<file path="src/common/uart_params.svh">
// Constants for the serial port: register offsets, field positions, reset values and counts.
//
// Function
// - Transmit and receive run independently at once, as classic async modes 1 and 3.
// - A finished byte is held in a buffer while the next byte shifts in.
// - One data address: writes go to transmit, reads return the receive buffer only.
// - With interrupts enabled, a hardware set of either done flag raises an interrupt; a software write to the flag does not.
// - Done flags stay set until software clears them explicitly.
// - Baud timing comes from the shared 8-bit auto-reload timer's low count overflows.
// - A hidden receive timer runs with the shared timer and uses the same reload.
// - Transmit and receive timer overflows are each divided by two for baud clocks.
// - A start condition on the receive line forces an immediate receive timer reload.
// - Timer clock: system clock, /4, /12, /48, external oscillator /8, or pin.
// - 8-bit frame: start bit, eight data bits LSB first, stop bit.
// - 9-bit mode sends the ninth bit field, stores the received ninth, ignores stop.
// - Transmit done flag sets at the start of the stop bit time.
// - A received byte loads only if the flag is clear and the multiprocessor check passes.
`ifndef UART_PARAMS_SVH
`define UART_PARAMS_SVH

`define OFS_CTRL 5'h00
`define OFS_DATA 5'h04
`define OFS_TIMER_CTRL 5'h08
`define OFS_RELOAD 5'h0C
`define OFS_LOW_COUNT 5'h10
`define OFS_IRQ_STATUS 5'h14
`define OFS_IRQ_CLEAR 5'h18
`define OFS_IRQ_ENABLE 5'h1C

`define CTRL_MODE_BIT 7
`define CTRL_MCE_BIT 5
`define CTRL_REN_BIT 4
`define CTRL_TB8_BIT 3
`define CTRL_RB8_BIT 2
`define CTRL_TI_BIT 1
`define CTRL_RI_BIT 0
`define CTRL_UNUSED_READ 1'h1

`define TCTRL_RUN_BIT 0
`define TCTRL_SEL_LSB 1
`define TCTRL_SEL_MSB 3

`define IRQ_TX_BIT 0
`define IRQ_RX_BIT 1

`define RESET_BYTE 8'h00
`define PIN_IDLE 3'h7
`define FRAME_LEN_8BIT 4'hA
`define FRAME_LEN_9BIT 4'hB
`define DATA_LAST_8BIT 4'h7
`define DATA_LAST_9BIT 4'h8
`define DIV4_LAST 2'h3
`define DIV12_LAST 4'hB
`define DIV48_LAST 2'h3
`define OSC_DIV8_LAST 3'h7
`define TIMER_TOP 8'hFF

`endif

</file>
<file path="src/common/uart_pkg.sv">
// Types shared by the serial port modules.
package uart_pkg;
    typedef enum logic [1:0] {
        RX_IDLE = 2'h0,
        RX_START = 2'h1,
        RX_DATA = 2'h3,
        RX_STOP = 2'h2
    } rx_state_t;

    typedef enum logic [2:0] {
        CLK_SYS = 3'h0,
        CLK_DIV4 = 3'h1,
        CLK_DIV12 = 3'h2,
        CLK_DIV48 = 3'h3,
        CLK_OSC_DIV8 = 3'h4,
        CLK_EXT_PIN = 3'h5
    } timer_clk_sel_t;

    typedef struct packed {
        logic frame_width_select;
        logic multiproc_check_enable;
        logic receive_enable_bit;
        logic tx_ninth_bit;
        logic rx_ninth_bit;
        logic tx_done_flag;
        logic rx_done_flag;
    } serial_control_t;

    typedef struct packed {
        logic [7:0] data;
        logic ninth;
        logic stop;
    } rx_frame_t;
endpackage : uart_pkg

</file>
<file path="src/rtl/uart_serial_port.sv">
// Serial port top: Avalon-MM registers, timer clock select, transmitter, receive buffer, interrupt.
//
// The address map and the Avalon-MM interface to the registers were chosen for this implementation.
`timescale 1ns/1ps
`include "uart_params.svh"
module uart_serial_port (
    input wire logic i_clk_sys,
    input wire logic i_reset,
    input wire logic [4:0] i_address,
    input wire logic i_read,
    input wire logic i_write,
    input wire logic [31:0] i_writedata,
    input wire logic [3:0] i_byteenable,
    output logic [31:0] o_readdata,
    output logic o_waitrequest,
    input wire logic i_rx_pin,
    input wire logic i_ext_osc_pin,
    input wire logic i_timer_ext_pin,
    output logic o_tx_pin,
    output logic o_irq
);
    // ****************************************
    // Pin synchronisers
    // ****************************************
    // Bit 0 is the receive line, bit 1 the external oscillator, bit 2 the timer input pin.
    // A change is taken only when two stages agree, so a one-cycle glitch never counts.
    logic [2:0] pins_in;
    logic [2:0] sy1_reg;
    logic [2:0] sy2_reg;
    logic [2:0] sy3_reg;
    logic [2:0] filt_reg;
    logic [2:0] filt_prev_reg;

    assign pins_in = {i_timer_ext_pin, i_ext_osc_pin, i_rx_pin};

    genvar gi;
    generate
        for (gi = 0; gi < 3; gi = gi + 1) begin : g_sync
            always_ff @(posedge i_clk_sys or posedge i_reset) begin
                if (i_reset) begin
                    sy1_reg[gi] <= 1'b1;
                    sy2_reg[gi] <= 1'b1;
                    sy3_reg[gi] <= 1'b1;
                    filt_reg[gi] <= 1'b1;
                    filt_prev_reg[gi] <= 1'b1;
                end else begin
                    sy1_reg[gi] <= pins_in[gi];
                    sy2_reg[gi] <= sy1_reg[gi];
                    sy3_reg[gi] <= sy2_reg[gi];
                    if (sy2_reg[gi] == sy3_reg[gi]) begin
                        filt_reg[gi] <= sy3_reg[gi];
                    end
                    filt_prev_reg[gi] <= filt_reg[gi];
                end
            end
        end
    endgenerate

    wire [2:0] pin_rise = filt_reg & ~filt_prev_reg;

    // ****************************************
    // Register bus decode
    // ****************************************
    // Writes finish in the request cycle; reads stall one cycle so read data come from a flop.
    // Only byte lane 0 carries register bits; a write without it is ignored.
    logic rd_done_reg;
    wire rd_first = i_read & ~rd_done_reg;
    wire wr_acc = i_write & i_byteenable[0];
    wire wr_ctrl = wr_acc & (i_address == `OFS_CTRL);
    wire wr_data = wr_acc & (i_address == `OFS_DATA);
    wire wr_tctrl = wr_acc & (i_address == `OFS_TIMER_CTRL);
    wire wr_reload = wr_acc & (i_address == `OFS_RELOAD);
    wire wr_low = wr_acc & (i_address == `OFS_LOW_COUNT);
    wire wr_iclr = wr_acc & (i_address == `OFS_IRQ_CLEAR);
    wire wr_ien = wr_acc & (i_address == `OFS_IRQ_ENABLE);
    wire [7:0] wbyte = i_writedata[7:0];
    assign o_waitrequest = rd_first;

    // ****************************************
    // Register state
    // ****************************************
    // Interrupt status is kept apart from the done flags, so software may clear either one
    // without losing the other.
    uart_pkg::serial_control_t ctrl_reg;
    uart_pkg::timer_clk_sel_t clk_sel_reg;
    logic run_reg;
    logic [7:0] reload_reg;
    logic [7:0] rx_buf_reg;
    logic [1:0] irq_status_reg;
    logic [1:0] irq_enable_reg;
    logic irq_reg;
    logic [31:0] readdata_reg;
    logic [7:0] low_count;

    // ****************************************
    // Timer clock selection
    // ****************************************
    logic [1:0] c4_reg;
    logic [3:0] c12_reg;
    logic [1:0] c48_reg;
    logic [2:0] osc_cnt_reg;

    wire tick_div4 = (c4_reg == `DIV4_LAST);
    wire tick_div12 = (c12_reg == `DIV12_LAST);
    wire tick_div48 = tick_div12 & (c48_reg == `DIV48_LAST);
    wire tick_osc8 = pin_rise[1] & (osc_cnt_reg == `OSC_DIV8_LAST);
    // Codes 6 and 7 give no tick at all, which stops the timer without touching run.
    wire timer_tick =
        (clk_sel_reg == uart_pkg::CLK_SYS) ? 1'b1 :
        (clk_sel_reg == uart_pkg::CLK_DIV4) ? tick_div4 :
        (clk_sel_reg == uart_pkg::CLK_DIV12) ? tick_div12 :
        (clk_sel_reg == uart_pkg::CLK_DIV48) ? tick_div48 :
        (clk_sel_reg == uart_pkg::CLK_OSC_DIV8) ? tick_osc8 :
        (clk_sel_reg == uart_pkg::CLK_EXT_PIN) ? pin_rise[2] : 1'b0;

    always_ff @(posedge i_clk_sys or posedge i_reset) begin
        if (i_reset) begin
            c4_reg <= 2'h0;
            c12_reg <= 4'h0;
            c48_reg <= 2'h0;
            osc_cnt_reg <= 3'h0;
        end else begin
            c4_reg <= c4_reg + 2'h1;
            c12_reg <= tick_div12 ? 4'h0 : c12_reg + 4'h1;
            if (tick_div12) begin
                c48_reg <= c48_reg + 2'h1;
            end
            if (pin_rise[1]) begin
                osc_cnt_reg <= osc_cnt_reg + 3'h1;
            end
        end
    end

    // ****************************************
    // Baud timers and receiver
    // ****************************************
    logic tx_bit_en;
    logic rx_sample_en;
    logic rx_start;
    logic rx_valid;
    uart_pkg::rx_frame_t rx_frame;

    baud_gen u_baud (
        .i_clk_sys(i_clk_sys),
        .i_reset(i_reset),
        .i_tick(timer_tick),
        .i_run(run_reg),
        .i_reload(reload_reg),
        .i_low_wr(wr_low),
        .i_low_wdata(wbyte),
        .i_rx_restart(rx_start),
        .o_tx_bit_en(tx_bit_en),
        .o_rx_sample_en(rx_sample_en),
        .o_low_count(low_count)
    );

    uart_rx_shift u_rx (
        .i_clk_sys(i_clk_sys),
        .i_reset(i_reset),
        .i_rx_level(filt_reg[0]),
        .i_enable(ctrl_reg.receive_enable_bit),
        .i_ninth_mode(ctrl_reg.frame_width_select),
        .i_sample_en(rx_sample_en),
        .o_start_detect(rx_start),
        .o_frame_valid(rx_valid),
        .o_frame(rx_frame)
    );

    // A byte that arrives while the flag is still set is lost; the held byte stays intact.
    wire rx_checked = ctrl_reg.frame_width_select ? rx_frame.ninth : rx_frame.stop;
    wire rx_keep = ctrl_reg.frame_width_select ? rx_frame.ninth : rx_frame.stop;
    wire rx_load = rx_valid & ~ctrl_reg.rx_done_flag
        & (~ctrl_reg.multiproc_check_enable | rx_checked);

    // ****************************************
    // Transmitter
    // ****************************************
    // A write to the data buffer while a frame is still going out is dropped.
    // In 8-bit mode the ninth slot is forced high and serves as the stop bit.
    logic [10:0] tx_shift_reg;
    logic [3:0] tx_count_reg;
    logic tx_busy_reg;
    logic tx_pin_reg;

    wire tx_accept = wr_data & ~tx_busy_reg;
    wire tx_ninth = ctrl_reg.frame_width_select ? ctrl_reg.tx_ninth_bit : 1'b1;
    wire tx_drive = tx_bit_en & tx_busy_reg & (tx_count_reg != 4'h0);
    wire ti_set = tx_drive & (tx_count_reg == 4'h1);

    always_ff @(posedge i_clk_sys or posedge i_reset) begin
        if (i_reset) begin
            tx_shift_reg <= 11'h7FF;
            tx_count_reg <= 4'h0;
            tx_busy_reg <= 1'b0;
            tx_pin_reg <= 1'b1;
        end else if (tx_accept) begin
            tx_shift_reg <= {1'b1, tx_ninth, wbyte, 1'b0};
            tx_count_reg <= ctrl_reg.frame_width_select ? `FRAME_LEN_9BIT : `FRAME_LEN_8BIT;
            tx_busy_reg <= 1'b1;
        end else if (tx_drive) begin
            tx_pin_reg <= tx_shift_reg[0];
            tx_shift_reg <= {1'b1, tx_shift_reg[10:1]};
            tx_count_reg <= tx_count_reg - 4'h1;
        end else if (tx_bit_en & tx_busy_reg) begin
            tx_busy_reg <= 1'b0;
        end
    end

    assign o_tx_pin = tx_pin_reg;

    // ****************************************
    // Register writes, flags and interrupt
    // ****************************************
    // Hardware sets win over a software clear in the same cycle, so no event is lost.
    wire ti_next = ti_set | (wr_ctrl ? wbyte[`CTRL_TI_BIT] : ctrl_reg.tx_done_flag);
    wire ri_next = rx_load | (wr_ctrl ? wbyte[`CTRL_RI_BIT] : ctrl_reg.rx_done_flag);
    wire [1:0] irq_events = {rx_load, ti_set};
    wire [1:0] irq_clr = wr_iclr ? wbyte[1:0] : 2'h0;

    always_ff @(posedge i_clk_sys or posedge i_reset) begin
        if (i_reset) begin
            ctrl_reg <= '0;
            rx_buf_reg <= `RESET_BYTE;
        end else begin
            if (wr_ctrl) begin
                ctrl_reg.frame_width_select <= wbyte[`CTRL_MODE_BIT];
                ctrl_reg.multiproc_check_enable <= wbyte[`CTRL_MCE_BIT];
                ctrl_reg.receive_enable_bit <= wbyte[`CTRL_REN_BIT];
                ctrl_reg.tx_ninth_bit <= wbyte[`CTRL_TB8_BIT];
            end
            if (rx_load) begin
                rx_buf_reg <= rx_frame.data;
                ctrl_reg.rx_ninth_bit <= rx_keep;
            end else if (wr_ctrl) begin
                ctrl_reg.rx_ninth_bit <= wbyte[`CTRL_RB8_BIT];
            end
            ctrl_reg.tx_done_flag <= ti_next;
            ctrl_reg.rx_done_flag <= ri_next;
        end
    end

    always_ff @(posedge i_clk_sys or posedge i_reset) begin
        if (i_reset) begin
            run_reg <= 1'b0;
            clk_sel_reg <= uart_pkg::CLK_SYS;
            reload_reg <= `RESET_BYTE;
            irq_status_reg <= 2'h0;
            irq_enable_reg <= 2'h0;
            irq_reg <= 1'b0;
        end else begin
            if (wr_tctrl) begin
                run_reg <= wbyte[`TCTRL_RUN_BIT];
                clk_sel_reg <= uart_pkg::timer_clk_sel_t'(wbyte[`TCTRL_SEL_MSB:`TCTRL_SEL_LSB]);
            end
            if (wr_reload) begin
                reload_reg <= wbyte;
            end
            if (wr_ien) begin
                irq_enable_reg <= wbyte[1:0];
            end
            irq_status_reg <= irq_events | (irq_status_reg & ~irq_clr);
            irq_reg <= |(irq_status_reg & irq_enable_reg);
        end
    end

    assign o_irq = irq_reg;

    // ****************************************
    // Read path
    // ****************************************
    // The transmit register has no read path; the data address returns the receive buffer.
    wire [7:0] ctrl_view = {ctrl_reg.frame_width_select, `CTRL_UNUSED_READ,
        ctrl_reg.multiproc_check_enable, ctrl_reg.receive_enable_bit,
        ctrl_reg.tx_ninth_bit, ctrl_reg.rx_ninth_bit,
        ctrl_reg.tx_done_flag, ctrl_reg.rx_done_flag};
    wire [7:0] rd_byte =
        (i_address == `OFS_CTRL) ? ctrl_view :
        (i_address == `OFS_DATA) ? rx_buf_reg :
        (i_address == `OFS_TIMER_CTRL) ? {4'h0, clk_sel_reg, run_reg} :
        (i_address == `OFS_RELOAD) ? reload_reg :
        (i_address == `OFS_LOW_COUNT) ? low_count :
        (i_address == `OFS_IRQ_STATUS) ? {6'h00, irq_status_reg} :
        (i_address == `OFS_IRQ_ENABLE) ? {6'h00, irq_enable_reg} : 8'h00;

    always_ff @(posedge i_clk_sys or posedge i_reset) begin
        if (i_reset) begin
            rd_done_reg <= 1'b0;
            readdata_reg <= 32'h00000000;
        end else begin
            rd_done_reg <= rd_first;
            if (rd_first) begin
                readdata_reg <= {24'h000000, rd_byte};
            end
        end
    end

    assign o_readdata = readdata_reg;
endmodule : uart_serial_port

</file>
<file path="src/rtl/baud_gen.sv">
// Baud timer pair: software-visible transmit timer and hidden receive timer.
`timescale 1ns/1ps
`include "uart_params.svh"
module baud_gen (
    input wire logic i_clk_sys,
    input wire logic i_reset,
    input wire logic i_tick,
    input wire logic i_run,
    input wire logic [7:0] i_reload,
    input wire logic i_low_wr,
    input wire logic [7:0] i_low_wdata,
    input wire logic i_rx_restart,
    output logic o_tx_bit_en,
    output logic o_rx_sample_en,
    output logic [7:0] o_low_count
);
    logic [7:0] tx_cnt_reg;
    logic [7:0] rx_cnt_reg;
    logic tx_div_reg;
    logic rx_div_reg;

    wire step = i_tick & i_run;
    wire tx_ovf = step & (tx_cnt_reg == `TIMER_TOP);
    wire rx_ovf = step & (rx_cnt_reg == `TIMER_TOP);

    always_ff @(posedge i_clk_sys or posedge i_reset) begin
        if (i_reset) begin
            tx_cnt_reg <= `RESET_BYTE;
            tx_div_reg <= 1'b0;
        end else begin
            if (i_low_wr) begin
                tx_cnt_reg <= i_low_wdata;
            end else if (tx_ovf) begin
                tx_cnt_reg <= i_reload;
            end else if (step) begin
                tx_cnt_reg <= tx_cnt_reg + 8'h01;
            end
            if (tx_ovf) begin
                tx_div_reg <= ~tx_div_reg;
            end
        end
    end

    // The receive copy restarts its divider too, so the first overflow after a start edge
    // lands half a bit later, which puts every later sample near mid-bit.
    always_ff @(posedge i_clk_sys or posedge i_reset) begin
        if (i_reset) begin
            rx_cnt_reg <= `RESET_BYTE;
            rx_div_reg <= 1'b0;
        end else if (i_rx_restart) begin
            rx_cnt_reg <= i_reload;
            rx_div_reg <= 1'b0;
        end else if (rx_ovf) begin
            rx_cnt_reg <= i_reload;
            rx_div_reg <= ~rx_div_reg;
        end else if (step) begin
            rx_cnt_reg <= rx_cnt_reg + 8'h01;
        end
    end

    assign o_tx_bit_en = tx_ovf & tx_div_reg;
    assign o_rx_sample_en = rx_ovf & ~rx_div_reg;
    assign o_low_count = tx_cnt_reg;
endmodule : baud_gen

</file>
<file path="src/rtl/uart_rx_shift.sv">
// Receive shifter: start detection, bit sampling and frame assembly.
`timescale 1ns/1ps
`include "uart_params.svh"
module uart_rx_shift (
    input wire logic i_clk_sys,
    input wire logic i_reset,
    input wire logic i_rx_level,
    input wire logic i_enable,
    input wire logic i_ninth_mode,
    input wire logic i_sample_en,
    output logic o_start_detect,
    output logic o_frame_valid,
    output uart_pkg::rx_frame_t o_frame
);
    uart_pkg::rx_state_t state_reg;
    logic prev_level_reg;
    logic [8:0] shift_reg;
    logic [3:0] cnt_reg;
    logic valid_reg;
    uart_pkg::rx_frame_t frame_reg;

    wire fall = prev_level_reg & ~i_rx_level;
    wire [3:0] data_last = i_ninth_mode ? `DATA_LAST_9BIT : `DATA_LAST_8BIT;
    assign o_start_detect = (state_reg == uart_pkg::RX_IDLE) & i_enable & fall;

    always_ff @(posedge i_clk_sys or posedge i_reset) begin
        if (i_reset) begin
            state_reg <= uart_pkg::RX_IDLE;
            prev_level_reg <= 1'b1;
            shift_reg <= 9'h000;
            cnt_reg <= 4'h0;
            valid_reg <= 1'b0;
            frame_reg <= '0;
        end else begin
            prev_level_reg <= i_rx_level;
            valid_reg <= 1'b0;
            case (state_reg)
                uart_pkg::RX_IDLE: begin
                    if (o_start_detect) begin
                        state_reg <= uart_pkg::RX_START;
                        cnt_reg <= 4'h0;
                    end
                end
                uart_pkg::RX_START: begin
                    // A line that is high again at mid start bit was a glitch.
                    if (i_sample_en) begin
                        state_reg <= i_rx_level ? uart_pkg::RX_IDLE : uart_pkg::RX_DATA;
                    end
                end
                uart_pkg::RX_DATA: begin
                    if (i_sample_en) begin
                        shift_reg <= {i_rx_level, shift_reg[8:1]};
                        cnt_reg <= cnt_reg + 4'h1;
                        if (cnt_reg == data_last) begin
                            state_reg <= uart_pkg::RX_STOP;
                        end
                    end
                end
                uart_pkg::RX_STOP: begin
                    if (i_sample_en) begin
                        frame_reg.data <= i_ninth_mode ? shift_reg[7:0] : shift_reg[8:1];
                        frame_reg.ninth <= shift_reg[8];
                        frame_reg.stop <= i_rx_level;
                        valid_reg <= 1'b1;
                        state_reg <= uart_pkg::RX_IDLE;
                    end
                end
                default: begin
                    state_reg <= uart_pkg::RX_IDLE;
                end
            endcase
        end
    end

    assign o_frame_valid = valid_reg;
    assign o_frame = frame_reg;
endmodule : uart_rx_shift

</file>
<file path="config.mk">
export PLATFORM = sky130hd
export DESIGN_NAME = uart_serial_port
export DESIGN_NICKNAME = d
export VERILOG_FILES = /design/src/common/uart_pkg.sv /design/src/rtl/uart_serial_port.sv /design/src/rtl/baud_gen.sv /design/src/rtl/uart_rx_shift.sv
export VERILOG_INCLUDE_DIRS = /design/src /design/src/common
export SDC_FILE = /design/constraint.sdc
export NUM_CORES = 1
export LEC_CHECK = 0
export BUFFER_PORTS_ARGS = -buffer_cell sky130_fd_sc_hd__buf_4
export CORE_UTILIZATION = 58
export CTS_CLUSTER_SIZE = 14
export DETAILED_ROUTE_END_ITERATION = 10
export PLACE_DENSITY_LB_ADDON = 0.15
export REMOVE_ABC_BUFFERS = 1
export SLEW_MARGIN = 20
export SYNTH_ARGS = -nofsm -noshare
export SYNTH_HDL_FRONTEND = slang
export SYNTH_SLANG_ARGS = --single-unit
</file>
<file path="constraint.sdc">
create_clock -name i_clk_sys -period 5.1 [get_ports i_clk_sys]
set_input_delay 0.255 -clock i_clk_sys [delete_from_list [all_inputs] [get_ports i_clk_sys]]
set_output_delay 0.255 -clock i_clk_sys [all_outputs]
set_load 0.05 [all_outputs]
</file>
==> impl_results.md <==
- Min Tclk post-route: 2.82 ns
- Clock Latency Late Sink: 0.53 ns
- Critical-path top delay cell: mux2_1
- Crit path launch type: register
- Main combinational cell family by area after synthesis: simple AND/OR/NAND/NOR gates
- Max Buffers Root-to-Sink: 2
- Post-Synthesis Cells: 555
- Final setup viols: 0
- HP Class: in -> reg
- Drt wl/cell: 18.3 um
- Largest net degree at the start of global routing: 90
- Layout cell share with drive strength beyond 1: 0.254
- Seq/Total Area, Yosys: 0.513
- Area of the multi-input gates: 2810 um2
- Area Overhead vs Synth: 14.9%
- Root buf cell: clkbuf_8
- CP arrival: 3.22 ns
- Compound-Gate Fraction of Synth Area: 0.123
- Reg area: 3210 um2
- Iteration-0 DRC count of the detailed router: 350
- DRT Pass-1 Iters: 5
- Yosys top cell by area: dfrtp_1
- Leak: 3.31 nW
- CORE AREA: 10400 um2
- Synthesized area: 6260 um2
- Worst-margin pin slew: 1.15 ns
- Initial antenna violation count: 0
- Synth unique cells: 69
- Routed via count: 4515
- TNS Setup: 0 ns
- Placed cell count: 700
- WP buf/inv: 0
- Drt total wl: 13.6 mm
- Most used cell, CP: ha_1
- GR Util All Layers: 0.265
- Total congestion overflow: 0
- H-tree Lvls: 4
- Via/cell ratio: 6.08
- Yosys warns: 0
- Hold Crit Depth: 2
- Synth async-reset ratio: 1.00
- Synth area leaders: dfrtp_1, dfstp_2, mux2_2, buf_4, nand2_1
- Relative slew margins: 0.226
- N_diodes: 0
- Post-route DRC: 0
- Final slew viol count: 0
- Post-synth EDFFs: 0
- Synth Area in Simple Gates: 0.144
- CTS tree: yes
- Mean Syn Cell Area: 11.3 um2
- Final Skew: 0.00842 ns
- GPL Wtd Cong: 0.868
- Peak Freq: 355 MHz
- Unrepaired setup endpoints after global routing: no
- CTS Buf Count: 17
- Register bit count reported by yosys: 127
- CP endpoint kind: register
- Clock transition at path regs: 0.06 ns
- Fin Hold WS: 0.0455 ns
- WP data required: 5.51 ns
- Crit path largest cell delay: 0.46 ns
- Final non-filler cell total: 742
- Mux contribution to synthesized area: 0.131
- Vias in the first global route: 4463
- Post-CTS sizing: 0
- Post-CTS setup buffers: 0
- Setup CP Type: reg -> reg
- PortBufs: 31
- CP max FO: 10
- Post-Synth Adder-Cell Area: 0.0248
- Final core utilization: 0.691
- Outcome: complete, no violations
- Detail Route Antenna Nets: 0
- Xor/xnor share of the synthesized area: 0.00979
- Power per cell area: 403 nW/um2
- I/O pin cnt: 83
- Fillers: 753
- Crit share post-route: 0.552
- CP delay by family, top: simple AND/OR/NAND/NOR gates
- Clock Sinks: 127
- Initial Utilization: 0.601
- Die X-Extent: 106 um
- First-pass GRT wire length: 22.6 mm
- CP Cell Sequence: ha_1, ha_1, or3b_1, o211a_1, nor4_2, nand3b_1, mux2_1
- Crit. path cell count: 7
- Ys flop type: dfrtp_1
- Detailed-placement wirelength estimate: 9.30 mm
- Die Area: 11200 um2
- Max Cap Violations: 0
- Nets: 651
- FP Rows: 37
- Final Hold Fails: 0
- R2R cell count: 7
- VDD IR max: 352 uV
- Yosys top cell area share: 0.404
- Die height: 106 um
==> area by class of cell <==
type / count / share of cell area
sequential: 127 / 0.446
multi-input combinational: 390 / 0.391
clock buffer: 27 / 0.0711
timing repair buffer: 45 / 0.0504
tap: 136 / 0.0237
clock inverter: 5 / 0.0108
inverter: 12 / 0.00696
==> layer usage <==
metal,routed length (um),track usage,vias up
met5,0,0,-
met4,278,0.108,0
met3,802,0.0748,25
met2,6460,0.415,170
met1,6050,0.350,2246
li1,-,-,2074
==> report_power, final <==
group	internal (mW)	leakage (nW)	switching, mW
clock network	0.772	0.288	0.407
registers	1.14	1.59	0.144
logic	0.182	1.43	0.250
total	2.09	3.31	0.802
==> worst paths after layout <==
check	start	endpoint	slack [ns]
worst max-delay path	osc_cnt_reg[0]	u_rx.o_frame[7]	2.28
worst min-delay path	i_writedata[3]	u_baud.o_low_count[3]	0.05
worst max register to register	osc_cnt_reg[0]	u_rx.o_frame[7]	2.28
worst min register to register	sy1_reg[0]	sy2_reg[0]	0.35
max in group asynchronous	i_reset	o_tx_pin	3.64
min in group asynchronous	i_reset	u_baud.rx_cnt_reg[3]	0.44
==> worst reg2reg max path, delay by kind of cell (launching register included) <==
family	cells	cell delay (ns)
muxes	1	0.46
AOI/OAI and AO/OA	1	0.41
and+or+nand+nor	3	1.19
DFF	1	0.36
adders and majority gates	2	0.28
==> through the flow <==
step	cell area (um2)	power (mW)	setup slack [ns]
after global routing	7190	3.02	2.06
after CTS	7170	2.91	2.09
final	7190	2.90	2.28
after floorplan	6050	1.57	1.50
after global placement	6490	1.69	2.13
after detailed placement	6490	1.72	2.10
==> cell usage after synthesis, types with 8 or more instances <==
cell,number
a21o_1,9
a21oi_1,18
a22o_1,9
a22oi_1,9
a31oi_1,10
buf_4,24
clkbuf_1,17
dfrtp_1,101
dfstp_2,26
ha_1,10
inv_1,12
mux2_1,9
mux2_2,43
mux2i_1,11
nand2_1,45
nand2b_1,8
nand3_1,21
nor2_1,25
nor3_1,17
o21ai_0,27
==> timing repair <==
item                                    4_1_cts  5_1_grt
hold buffers                                  9        1
endpoints found under the setup margin        0        0
endpoints found under the hold margin        16       65
==> cells by family (layout without fill, tap and decap cells) <==
family,Yosys count,after routing
and+or+nand+nor,165,165
DFF,127,127
AOI/OAI and AO/OA,110,110
muxes,71,71
buffers and inverters,61,89
adders and majority gates,13,13
xor gates and xnor gates,7,7
other,1,24
==> layout by cell type (no fill, tap or decap), types with 11 or more instances in the layout <==
| cell type | n |
|---|---|
| inv_1 | 11 |
| mux2_2 | 43 |
| nor2_1 | 24 |
| dfrtp_1 | 101 |
| o21ai_0 | 27 |
| a21oi_1 | 17 |
| nand2_1 | 45 |
| clkbuf_16 | 16 |
| nand3_1 | 21 |
| mux2i_1 | 11 |
| nor3_1 | 17 |
| dfstp_2 | 26 |
| buf_4 | 35 |
| conb_1 | 24 |
Power figures use the tool's default switching activity.
